File: config.mk
export PLATFORM = sky130hd
export DESIGN_NAME = relay_indicator_output_router
export DESIGN_NICKNAME = d
export VERILOG_FILES = /design/src/rtl/relay_router_pkg.sv /design/src/rtl/pin_sync.sv /design/src/rtl/stage_indicators.sv /design/src/rtl/relay_indicator_output_router.sv
export SDC_FILE = /design/constraint.sdc
export NUM_CORES = 1
export LEC_CHECK = 0
export BUFFER_PORTS_ARGS = -buffer_cell sky130_fd_sc_hd__buf_4
export CORE_AREA = 2 2 116 118
export DETAILED_ROUTE_END_ITERATION = 10
export DIE_AREA = 0 0 118 120
export HOLD_SLACK_MARGIN = 0.02
export PLACE_DENSITY = 0.72
export SETUP_SLACK_MARGIN = 0.2
export SYNTH_ARGS = -nofsm -noshare
export SYNTH_HDL_FRONTEND = slang
export SYNTH_SLANG_ARGS = --single-unit
export TNS_END_PERCENT = 1
File: constraint.sdc
create_clock -name i_clk -period 1.53 [get_ports i_clk]
set_input_delay 0.2295 -clock i_clk [delete_from_list [all_inputs] [get_ports i_clk]]
set_output_delay 0.2295 -clock i_clk [all_outputs]
set_load 0.05 [all_outputs]
File: src/rtl/relay_router_pkg.sv
// Shared constants for the indication and output-routing logic
// How it works
// RULE1 - Held start indication survives stage reset
// RULE2 - Starts self-clear, trips latch until button
// RULE3 - Trip lamp optionally lights on starts
// RULE4 - Blocking inputs and remote reset auto-clear
// RULE5 - Auto-reclose close command drives remote reset
// RULE6 - Latched indications never feed protection logic
// RULE7 - Eight relay drivers plus self-fault relay
// RULE8 - Each output drives its same-named relay
// RULE9 - Any stage signal routes anywhere
// RULE10 - Only heavy outputs get breaker duty
// RULE11 - Control inputs block, reset or select bank
// RULE12 - Breaker sense high means breaker open
// RULE13 - Permanent fault lights lamp, shows code
// RULE14 - Supply deviation flag raises self-fault alarm
// RULE15 - Power-up clears latches; inputs synchronised
// RULE16 - Per-source enables, outputs OR their sources
package relay_router_pkg;

  // ----------------------------------------
  // Sizes
  // ----------------------------------------
  localparam int N_STAGE = 8;
  localparam int N_SRC   = 2 * N_STAGE;
  localparam int N_OUT   = 8;
  localparam int N_MOD   = 3;
  localparam int CODE_W  = 8;
  localparam int N_SUP   = 4;
  localparam int N_PIN   = 7;

  // ----------------------------------------
  // Relay output positions
  // ----------------------------------------
  localparam int OUT_SIG1  = 0;
  localparam int OUT_SIG2  = 1;
  localparam int OUT_SIG3  = 2;
  localparam int OUT_SIG4  = 3;
  localparam int OUT_HVY1  = 4;
  localparam int OUT_HVY2  = 5;
  localparam int OUT_HVY3  = 6;
  localparam int OUT_CLOSE = 7;

  // ----------------------------------------
  // Synchronised pin positions
  // ----------------------------------------
  localparam int PIN_BLK1  = 0;
  localparam int PIN_BLK2  = 1;
  localparam int PIN_REMOTE_INDICATOR_RESET  = 2;
  localparam int PIN_BREAKER_OPEN_SENSE = 3;
  localparam int PIN_ARINH = 4;
  localparam int PIN_ARCTL = 5;
  localparam int PIN_RBTN  = 6;

  // Auto-reset enable positions
  localparam int ARST_BLK1 = 0;
  localparam int ARST_BLK2 = 1;
  localparam int ARST_REMOTE_INDICATOR_RESET = 2;

  // ----------------------------------------
  // Reset values and timing
  // ----------------------------------------
  localparam logic [N_OUT-1:0]   RST_RELAY = 8'h00;
  localparam logic [N_STAGE-1:0] RST_IND   = 8'h00;
  localparam int SYNC_STAGES = 2;

endpackage : relay_router_pkg

File: src/rtl/pin_sync.sv
// Two-flop synchroniser for asynchronous control pins
`timescale 1ns/10ps
module pin_sync
  import relay_router_pkg::*;
#(
  parameter int W = N_PIN
)
(
  input  wire logic         i_clk,   // System clock
  input  wire logic         i_srst,  // Sync reset
  input  wire logic         i_ce,    // Clock enable
  input  wire logic [W-1:0] i_pin,   // Raw pins
  output logic      [W-1:0] o_sync   // Synchronised levels
);

  typedef struct packed {
    logic [W-1:0] meta;
    logic [W-1:0] sync;
  } sync_state_t;

  sync_state_t st_q;
  sync_state_t st_d;

  always_comb
  begin
    st_d = st_q;
    if (i_ce)
    begin
      st_d.meta = i_pin;
      st_d.sync = st_q.meta;  // RULE15
    end
  end

  always_ff @(posedge i_clk)
  begin
    if (i_srst)
      st_q <= '0;
    else
      st_q <= st_d;
  end

  assign o_sync = st_q.sync;

endmodule : pin_sync

File: src/rtl/stage_indicators.sv
// Per-stage start and trip indication latches
`timescale 1ns/10ps
module stage_indicators
  import relay_router_pkg::*;
(
  input  wire logic               i_clk,        // System clock
  input  wire logic               i_srst,       // Sync reset
  input  wire logic               i_ce,         // Clock enable
  input  wire logic [N_STAGE-1:0] i_start,      // Live stage starts
  input  wire logic [N_STAGE-1:0] i_trip,       // Live stage trips
  input  wire logic               i_start_hold, // Keep start lit
  input  wire logic               i_clear,      // Indication reset
  output logic      [N_STAGE-1:0] o_start_ind,  // Start indications
  output logic      [N_STAGE-1:0] o_trip_ind    // Trip indications
);

  typedef struct packed {
    logic [N_STAGE-1:0] start_ind;
    logic [N_STAGE-1:0] trip_ind;
  } ind_state_t;

  ind_state_t st_q;
  ind_state_t st_d;

  always_comb
  begin
    st_d = st_q;
    if (i_ce)
    begin
      // A new event wins over a clear in the same cycle
      if (i_start_hold)
        st_d.start_ind = i_start | (st_q.start_ind & ~{N_STAGE{i_clear}}); // RULE1
      else
        st_d.start_ind = i_start;                                           // RULE2
      st_d.trip_ind = i_trip | (st_q.trip_ind & ~{N_STAGE{i_clear}});      // RULE2
    end
  end

  always_ff @(posedge i_clk)
  begin
    if (i_srst)
    begin
      st_q.start_ind <= RST_IND;  // RULE15
      st_q.trip_ind  <= RST_IND;
    end
    else
      st_q <= st_d;
  end

  assign o_start_ind = st_q.start_ind;
  assign o_trip_ind  = st_q.trip_ind;

endmodule : stage_indicators

File: src/rtl/relay_indicator_output_router.sv
// Top: stage signal routing, indications, control inputs, self-supervision
`timescale 1ns/10ps
module relay_indicator_output_router
  import relay_router_pkg::*;
(
  input  wire logic                     i_clk,                    // 200 MHz clock
  input  wire logic                     i_srst,                   // Sync reset, high
  input  wire logic                     i_ce,                     // Clock enable
  // Protection stages
  input  wire logic [N_STAGE-1:0]       i_stage_start,            // Live starts
  input  wire logic [N_STAGE-1:0]       i_stage_trip,             // Live trips
  input  wire logic                     i_ar_close_cmd,           // AR close command
  // Pins
  input  wire logic                     i_blocking_input_one,     // Control pin 1
  input  wire logic                     i_blocking_input_two,     // Control pin 2
  input  wire logic                     i_remote_indicator_reset, // Remote reset pin
  input  wire logic                     i_breaker_open_sense,     // High: CB open
  input  wire logic                     i_ar_inhibit,             // AR inhibit pin
  input  wire logic                     i_ar_control,             // AR control pin
  input  wire logic                     i_reset_button,           // Front reset button
  // Configuration
  input  wire logic [N_OUT*N_SRC-1:0]   i_route_en,               // Source enables/output
  input  wire logic [N_SRC-1:0]         i_ar_init_en,             // AR initiation sources
  input  wire logic [N_OUT-1:0]         i_latch_en,               // Latching outputs
  input  wire logic                     i_start_hold,             // Hold start indications
  input  wire logic                     i_lamp_on_start,          // Lamp also on starts
  input  wire logic [2:0]               i_auto_reset_en,          // Auto reset sources
  input  wire logic [N_STAGE-1:0]       i_block_one_sel,          // Stages blocked by pin 1
  input  wire logic [N_STAGE-1:0]       i_block_two_sel,          // Stages blocked by pin 2
  input  wire logic [1:0]               i_bank_sel,               // Pins selecting bank 2
  // Self-supervision
  input  wire logic [N_MOD-1:0]         i_perm_fault,             // Module permanent fault
  input  wire logic [N_MOD*CODE_W-1:0]  i_fault_code,             // Module fault codes
  input  wire logic [N_SUP-1:0]         i_supply_dev,             // Supply out of margin
  // Relay outputs
  output logic                          o_signal_output_one,      // Signal relay 1
  output logic                          o_signal_output_two,      // Signal relay 2
  output logic                          o_signal_output_three,    // Signal relay 3
  output logic                          o_signal_output_four,     // Signal relay 4
  output logic                          o_heavy_trip_output_one,  // Heavy relay 1
  output logic                          o_heavy_trip_output_two,  // Heavy relay 2
  output logic                          o_heavy_trip_output_three,// Heavy relay 3
  output logic                          o_breaker_close_output,   // Close relay
  output logic                          o_self_fault_output,      // Self-fault relay
  // Status
  output logic                          o_ar_initiate,            // AR initiation
  output logic                          o_ar_inhibit,             // Synced AR inhibit
  output logic                          o_ar_control,             // Synced AR control
  output logic [N_STAGE-1:0]            o_stage_block,            // Stage blocking
  output logic                          o_second_bank,            // Second settings
  output logic                          o_breaker_open,           // Breaker open
  output logic [N_STAGE-1:0]            o_start_ind,              // Start indications
  output logic [N_STAGE-1:0]            o_trip_ind,               // Trip indications
  output logic                          o_trip_lamp,              // Front trip lamp
  output logic [N_MOD-1:0]              o_fault_lamp,             // Module fault lamps
  output logic [N_MOD*CODE_W-1:0]       o_fault_display           // Module fault codes
);

  // ----------------------------------------
  // Helpers
  // ----------------------------------------
  function automatic logic route_or(input logic [N_SRC-1:0] src,
                                    input logic [N_SRC-1:0] en);
    route_or = |(src & en);
  endfunction : route_or

  typedef struct packed {
    logic [N_OUT-1:0]        relay;
    logic [N_OUT-1:0]        latched;
    logic                    ar_init;
    logic                    bank2;
    logic                    cb_open;
    logic [N_STAGE-1:0]      block;
    logic                    lamp;
    logic [N_MOD-1:0]        flamp;
    logic [N_MOD*CODE_W-1:0] fcode;
    logic                    self_fault;
  } main_state_t;

  main_state_t st_q;
  main_state_t st_d;

  logic [N_PIN-1:0]   pin_raw;
  logic [N_PIN-1:0]   pin_s;
  logic               remote_indicator_reset_eff;
  logic               ind_clear;
  logic [N_STAGE-1:0] blk_now;
  logic [N_STAGE-1:0] start_g;
  logic [N_STAGE-1:0] trip_g;
  logic [N_SRC-1:0]   src;
  logic [N_OUT-1:0]   live;
  logic [N_STAGE-1:0] start_ind;
  logic [N_STAGE-1:0] trip_ind;

  // ----------------------------------------
  // Pin synchronisation
  // ----------------------------------------
  assign pin_raw[PIN_BLK1]  = i_blocking_input_one;
  assign pin_raw[PIN_BLK2]  = i_blocking_input_two;
  assign pin_raw[PIN_REMOTE_INDICATOR_RESET]  = i_remote_indicator_reset;
  assign pin_raw[PIN_BREAKER_OPEN_SENSE] = i_breaker_open_sense;
  assign pin_raw[PIN_ARINH] = i_ar_inhibit;
  assign pin_raw[PIN_ARCTL] = i_ar_control;
  assign pin_raw[PIN_RBTN]  = i_reset_button;

  pin_sync #(.W(N_PIN)) u_sync (
    .i_clk  (i_clk),
    .i_srst (i_srst),
    .i_ce   (i_ce),
    .i_pin  (pin_raw),
    .o_sync (pin_s)
  );

  // ----------------------------------------
  // Control input functions
  // ----------------------------------------
  assign remote_indicator_reset_eff  = pin_s[PIN_REMOTE_INDICATOR_RESET] | i_ar_close_cmd;                         // RULE5
  assign ind_clear = pin_s[PIN_RBTN]                                           // RULE2
                   | (i_auto_reset_en[ARST_BLK1] & pin_s[PIN_BLK1])            // RULE4
                   | (i_auto_reset_en[ARST_BLK2] & pin_s[PIN_BLK2])            // RULE4
                   | (i_auto_reset_en[ARST_REMOTE_INDICATOR_RESET] & remote_indicator_reset_eff);                  // RULE4

  assign blk_now = ({N_STAGE{pin_s[PIN_BLK1]}} & i_block_one_sel)              // RULE11
                 | ({N_STAGE{pin_s[PIN_BLK2]}} & i_block_two_sel);

  // Routing sees only live, unblocked stage signals, never indications
  assign start_g = i_stage_start & ~blk_now;                                   // RULE6
  assign trip_g  = i_stage_trip & ~blk_now;
  assign src     = {trip_g, start_g};

  // ----------------------------------------
  // Routing matrix
  // ----------------------------------------
  genvar g;
  generate
    for (g = 0; g < N_OUT; g++)
    begin : g_route
      assign live[g] = route_or(src, i_route_en[g*N_SRC +: N_SRC]);            // RULE9 RULE16
    end
  endgenerate

  // ----------------------------------------
  // Indications
  // ----------------------------------------
  stage_indicators u_ind (
    .i_clk        (i_clk),
    .i_srst       (i_srst),
    .i_ce         (i_ce),
    .i_start      (start_g),
    .i_trip       (trip_g),
    .i_start_hold (i_start_hold),
    .i_clear      (ind_clear),
    .o_start_ind  (start_ind),
    .o_trip_ind   (trip_ind)
  );

  // ----------------------------------------
  // Next state
  // ----------------------------------------
  always_comb
  begin
    st_d = st_q;
    if (i_ce)
    begin
      // Set wins over clear so a trip arriving with a reset is kept
      st_d.latched    = (live & i_latch_en) | (st_q.latched & ~{N_OUT{ind_clear}}); // RULE11
      st_d.relay      = live | (st_q.latched & i_latch_en);                         // RULE8
      st_d.ar_init    = route_or(src, i_ar_init_en);                                // RULE9
      st_d.bank2      = (i_bank_sel[0] & pin_s[PIN_BLK1])
                      | (i_bank_sel[1] & pin_s[PIN_BLK2]);                          // RULE11
      st_d.cb_open    = pin_s[PIN_BREAKER_OPEN_SENSE];                                           // RULE12
      st_d.block      = blk_now;
      st_d.lamp       = (|trip_ind) | (i_lamp_on_start & (|start_ind));             // RULE3
      st_d.flamp      = i_perm_fault;                                               // RULE13
      for (int m = 0; m < N_MOD; m++)
      begin
        st_d.fcode[m*CODE_W +: CODE_W] = i_perm_fault[m] ?
                                         i_fault_code[m*CODE_W +: CODE_W] : '0;     // RULE13
      end
      st_d.self_fault = (|i_supply_dev) | (|i_perm_fault);                          // RULE14
    end
  end

  always_ff @(posedge i_clk)
  begin
    if (i_srst)
    begin
      st_q         <= '0;                                                           // RULE15
      st_q.relay   <= RST_RELAY;
      st_q.latched <= RST_RELAY;
    end
    else
      st_q <= st_d;
  end

  // ----------------------------------------
  // Outputs
  // ----------------------------------------
  // Breaker duty belongs on the heavy and close relays only
  assign o_signal_output_one       = st_q.relay[OUT_SIG1];                        // RULE7
  assign o_signal_output_two       = st_q.relay[OUT_SIG2];
  assign o_signal_output_three     = st_q.relay[OUT_SIG3];
  assign o_signal_output_four      = st_q.relay[OUT_SIG4];
  assign o_heavy_trip_output_one   = st_q.relay[OUT_HVY1];                        // RULE10
  assign o_heavy_trip_output_two   = st_q.relay[OUT_HVY2];
  assign o_heavy_trip_output_three = st_q.relay[OUT_HVY3];
  assign o_breaker_close_output    = st_q.relay[OUT_CLOSE];
  assign o_self_fault_output       = st_q.self_fault;                             // RULE7
  assign o_ar_initiate             = st_q.ar_init;
  assign o_ar_inhibit              = pin_s[PIN_ARINH];
  assign o_ar_control              = pin_s[PIN_ARCTL];
  assign o_stage_block             = st_q.block;
  assign o_second_bank             = st_q.bank2;
  assign o_breaker_open            = st_q.cb_open;
  assign o_start_ind               = start_ind;
  assign o_trip_ind                = trip_ind;
  assign o_trip_lamp               = st_q.lamp;
  assign o_fault_lamp              = st_q.flamp;
  assign o_fault_display           = st_q.fcode;
endmodule : relay_indicator_output_router

After elaboration in Yosys (flattened, before gate mapping)
Cells that the tools add are included.
{ "totals": {"regBits": 86, "inputBits": 233, "out_inout_bits": 66, "elab_cells": 69} }
{ "classes": {"n_mux": 4, "bitwise": 38, "reduce_logical": 13} }
{ "ops": {"columns": ["op", "count"], "rows": [
  ["$and A16 B16 Y16", 9],
  ["$reduce_or A16 Y1", 9],
  ["$and A8 B8 Y8", 9],
  ["$or A8 B8 Y8", 5],
  ["$mux W8", 4],
  ["$not A8 Y8", 2],
  ["$reduce_or A8 Y1", 2],
  ["$or A1 B1 Y1", 7],
  ["$and A1 B1 Y1", 6],
  ["$reduce_or A4 Y1", 1],
  ["$reduce_or A3 Y1", 1]
]} }

Logic depth before layout (Yosys ltp)
{ "depth": {"depth_word": 8, "depth_mapped": 7, "ltp_nobuf": 5} }

Hierarchy
A second synthesis with hierarchy kept.
{ "hier_totals": {"hier_cells": 565, "hier_area_um2": 4753.3} }
{ "by_module_without_submodules": {"columns": ["module", "n_inst", "cells_per_inst", "area_each_um2", "seq_area_each_um2"], "rows": [
  ["relay_indicator_output_router", 1, 442, 3450.8, 1121.1],
  ["stage_indicators", 1, 71, 742.0, 320.3],
  ["pin_sync", 1, 52, 560.5, 280.3]
]} }

Worst setup path before layout
OpenSTA, ideal clock, no wires.
{ "synth_timing": {"kind": "reg-to-reg", "start": "register u_sync.st_q, in the netlist u_sync.o_sync[0]", "end": "register st_q, in the netlist o_heavy_trip_output_three", "setup_ns": 0.146, "t_arrival_ns": 1.462, "required_time_ns": 1.384, "setup_slack_ns": -0.079, "stages_incl_launch_ff": 8, "path_buffers": 2, "synth_period_minus_slack_ns": 1.609, "path_cell_list": "dfxtp_1 buf_6 a22oi_4 and2_1 buf_6 a2111oi_4 and4_1 a311oi_2"} }
{ "synth_via": {"elab_chain_cells": 7, "elab_cells_between_ends": 8, "cone_classes": "bitwise (7); reduce/logical (1)"} }
{ "synth_rtl": {"columns": ["element", "line", "rtl"], "rows": [
  ["from (decl)", "pin_sync.sv:21", "sync_state_t st_q;"],
  ["from (signal assigned)", "pin_sync.sv:39", "st_q <= st_d;"],
  ["$and A8 B8 Y8 (*)", "relay_indicator_output_router.sv:123", "assign blk_now = ({N_STAGE{pin_s[PIN_BLK1]}} & i_block_one_sel)"],
  ["$or A8 B8 Y8 (*)", "relay_indicator_output_router.sv:124", "| ({N_STAGE{pin_s[PIN_BLK2]}} & i_block_two_sel);"],
  ["$not A8 Y8 (*)", "relay_indicator_output_router.sv:127, relay_indicator_output_router.sv:128", null],
  ["$and A8 B8 Y8 (on tied branches)", "relay_indicator_output_router.sv:127, relay_indicator_output_router.sv:128", null],
  ["$and A16 B16 Y16 (*)", "relay_indicator_output_router.sv:64", "route_or = |(src & en);"],
  ["$reduce_or A16 Y1 (*)", "relay_indicator_output_router.sv:64", null],
  ["$or A8 B8 Y8 (*)", "relay_indicator_output_router.sv:167", "st_d.relay = live | (st_q.latched & i_latch_en);"],
  ["to (signal assigned)", "relay_indicator_output_router.sv:193", "st_q <= st_d;"],
  ["to (decl)", "relay_indicator_output_router.sv:80", "main_state_t st_q;"]
]} }
Every way passes the cells marked *; elsewhere a longest branch is shown, timed or not.
A chain may end at the register's enable or synchronous reset.

Worst setup path in the final report
{ "layout_timing": {"start": "register u_sync.st_q, in the netlist u_sync.o_sync[1]", "end": "register st_q, in the netlist o_heavy_trip_output_one"} }
{ "layout_via": {"elab_chain_cells": 7, "elab_cells_between_ends": 8, "cone_classes": "bitwise (7); reduce/logical (1)"} }
{ "layout_rtl": {"columns": ["element", "line"], "rows": [
  ["$and A8 B8 Y8 (*)", "relay_indicator_output_router.sv:124"],
  ["$or A8 B8 Y8 (*)", "relay_indicator_output_router.sv:124"],
  ["$not A8 Y8 (*)", "relay_indicator_output_router.sv:127, relay_indicator_output_router.sv:128"],
  ["$and A8 B8 Y8 (on tied branches)", "relay_indicator_output_router.sv:127, relay_indicator_output_router.sv:128"],
  ["$and A16 B16 Y16 (*)", "relay_indicator_output_router.sv:64"],
  ["$reduce_or A16 Y1 (*)", "relay_indicator_output_router.sv:64"],
  ["$or A8 B8 Y8 (*)", "relay_indicator_output_router.sv:167"]
]} }
Marked as above.

==> flow_summary.toml <==
[floorplan]
die_h_um = 120
rows = 42
boundaryPins = 299
core-area_sq_um = 13000
die_w_um = 118
start_util_pct = 35.0
dieArea_sq_um = 14200

[logic_synthesis]
syn_inst = 532
netlist_top_cells_area = "dfxtp_1, a22oi_1, nor2_1"
post_synth.cell_area_avg_sq_um = 8.53
netlist.area_leader.share_pct = 37.9
synth_edf_count = 0
ys_top_cells_by_count = "nor2_1, dfxtp_1, a22oi_1"
async_reset_ff_share_pct = 0
synth_seq_cells = 86
synth_nets = 765
seq_area_frac_synth_pct = 37.9
syn-cell-area_sq_um = 4540
yosysWarnings = 0
synth.distinct_cells = 40
synth_top_cell_by_area = "dfxtp_1"
synth-main-ff-cell = "dfxtp_1"
yosysMostFrequentCell = "nor2_1"

[drt]
totalWireLength_um = 22500
vias_per_cell = 5.59
drt_first_pass_iters = 5
drcViolationCount = 0
final_antenna_net_count = 0
drtIter0Drc = 428
dr_total_vias = 5615
wl_per_cell_um = 22.4

[power_and_ir_drop]
netSwitchingFraction_pct = 31.6
vdd_ir_drop_max_mv = 0.823
pwr-share-clk_pct = 33.1
intPower_mw = 4.57
power_frac_comb_pct = 30.1
leakagePower_nw = 3.60
p_sw_mw = 2.11
seq_power_share_pct = 36.8
powerDensity_nw_per_um2 = 864

[clocking]
clock_latency_ps = 340
cts_sinks = 86
cts_root_buffer = "clkbuf_16"
cts_buffers = 9
cts_tree = "yes"
clkTransAtPathRegs_ps = 70
clk_path_buf_depth = 2
h-tree-depth = 3

[final_layout]
multi_input_area_sq_um = 2670
nFillCells = 1196
drive_above_1_share_pct = 53.4
fin_nets = 1056
design_area_sq_um = 7730
seqCellArea_sq_um = 1730
n_antenna_cell = 0
syn_to_final_growth_pct = 70.2

[worst_hold_path]
holdPathStages = 3
min_path_type = "in -> reg"

[setup_path]
cp_slowest_cell = "dfxtp_4"
path_class = "reg -> reg"
required_ps = 1780
crit_chain = "buf_12 > a22oi_4 > and2_4 > buf_6 > a22oi_1 > and4_1 > a311oi_2"
r2r_cells = 7
critical_path.max_fanout = 7
cp_data_arrival_time_ps = 1980
worstSetupEndpointType = "flip-flop"
cpPeakStageDelay_ps = 380
cp-start-kind = "flip-flop"

[timing]
maxSlewHeadroom_pct = 74.2
skew_ps = 6.02
period_share_pct = 114
tightest_slew_ps = 383
fmax_mhz = 575
layout_setup_ws_ps = -209
rsz0062_at_grt = "true"
fin_crit_ps = 1740
finalMaxSlewViolations = 0
holdWs_ps = 121
finalHoldViolCount = 0
setup_viol = 33

[global_routing]
grt_max_degree = 33
grtUsageTotal_pct = 31.2
grt_pass1_vias = 5604
gr-total-overflow = 0
grt_pass1_wl_um = 33600
antenna_found_initial = 0

[placed_design]
postPlaceCellArea_sq_um = 6920
finalWeightedCongestion = 0.989
hpwl_um = 18000
portBuffers = 298

[flow_run]
cap_violations = 0

[run_status]
violations = "setup timing"
status = "finished with violations"
==> cell usage in the layout (no fill, tap or decap), types with 4 or more instances in the layout <==
master and count:
buf_4 339, nor2_1 87, dfxtp_1 84, a22oi_1 70, nand2_1 41, a32oi_1 18
buf_6 17, mux2i_1 15, o22ai_2 9, a21oi_1 9, clkbuf_16 9, o22ai_1 7
a211oi_1 7, a311oi_2 6, and4_1 5, o21ai_1 5, a22oi_2 4, a22oi_4 4
and2_4 4, nand3_1 4, and3_1 4, a22o_4 4, nor2_2 4, a22o_1 4
a211oi_2 4, and2_1 4, nor3_1 4
==> cell families after synthesis <==
family / after synthesis / share of synthesized area [%]
AO/OA/AOI/OAI: 176 / 31.4
flip-flops: 86 / 37.9
multiplexers: 15 / 3.31
AND/OR/NAND/NOR: 174 / 16.7
buffers and inverters: 81 / 10.7
==> worst max-delay path: cells and delay by family (launching register included) <==
kind	cells	cell delay [ps]
compound gates	3	530
simple gates	2	440
flops	1	380
buf+inv	2	280
==> sequential cells by signal (all words and copies together) (netlist names), 3 cells and up <==
name / count
o_fault_display: 24
o_stage_block: 8
st_q: 8
u_ind.o_start_ind: 8
u_ind.o_trip_ind: 8
u_sync.o_sync: 7
u_sync.st_q: 7
o_fault_lamp: 3
==> what timing repair did <==
item                                    CTS  global route
gates cloned                              3             0
resized for setup                        65            23
setup buffers                             9             1
endpoints found under the setup margin   35            37
pin swaps                                46            17
hold buffers                              0             0
==> metal layers <==
metal / track usage (%) / vias to the layer above / part of all wire [%]
li1: - / 2551 / -
met1: 37.9 / 2647 / 40
met2: 52.8 / 352 / 47
met3: 7.89 / 65 / 9.0
met4: 12.3 / 0 / 4.1
met5: 0 / - / 0
==> power by group through the flow <==
stage / registers (mW) / clock network, mW / logic (mW)
finish: 2.46 / 2.21 / 2.01
global placement: 2.50 / 0 / 1.82
CTS: 2.45 / 2.25 / 1.95
detailed placement: 2.50 / 0 / 1.83
floorplan: 2.66 / 0 / 0.754
global route: 2.47 / 2.34 / 2.11
==> cell type report <==
| cell class | instances | area share (%) |
|---|---|---|
| timing repair buffer | 360 | 36.4 |
| multi-input combinational | 365 | 34.5 |
| sequential | 86 | 22.4 |
| clock buffer | 10 | 2.96 |
| tap | 176 | 2.85 |
| clock inverter | 6 | 0.891 |
| inverter | 1 | 0.0486 |
==> final timing paths <==
check	slack [ps]	from	endpoint
min reg2reg	450	st_q[41]$_SDFFE_PP0P_	st_q[41]$_SDFFE_PP0P_
max reg2reg	-210	u_sync.o_sync[1]$_SDFFE_PP0P_	o_heavy_trip_output_one$_SDFFE_PP0P_
min	120	i_fault_code[16]	o_fault_display[16]$_SDFFE_PP0P_
max	-210	u_sync.o_sync[1]$_SDFFE_PP0P_	o_heavy_trip_output_one$_SDFFE_PP0P_
==> per-stage QoR <==
stage	TNS [ps]	power [mW]	util, %	setup slack (ps)	cells
detailed placement	-5160	4.33	53.3	-455	975
global placement	-4380	4.32	53.3	-404	975
global route	-6220	6.92	59.5	-232	1004
CTS	-3910	6.65	58.6	-174	1003
finish	-4000	6.68	59.5	-209	1004
floorplan	-1.40	3.42	-	-1.40	532
Power figures use the tool's default switching activity.
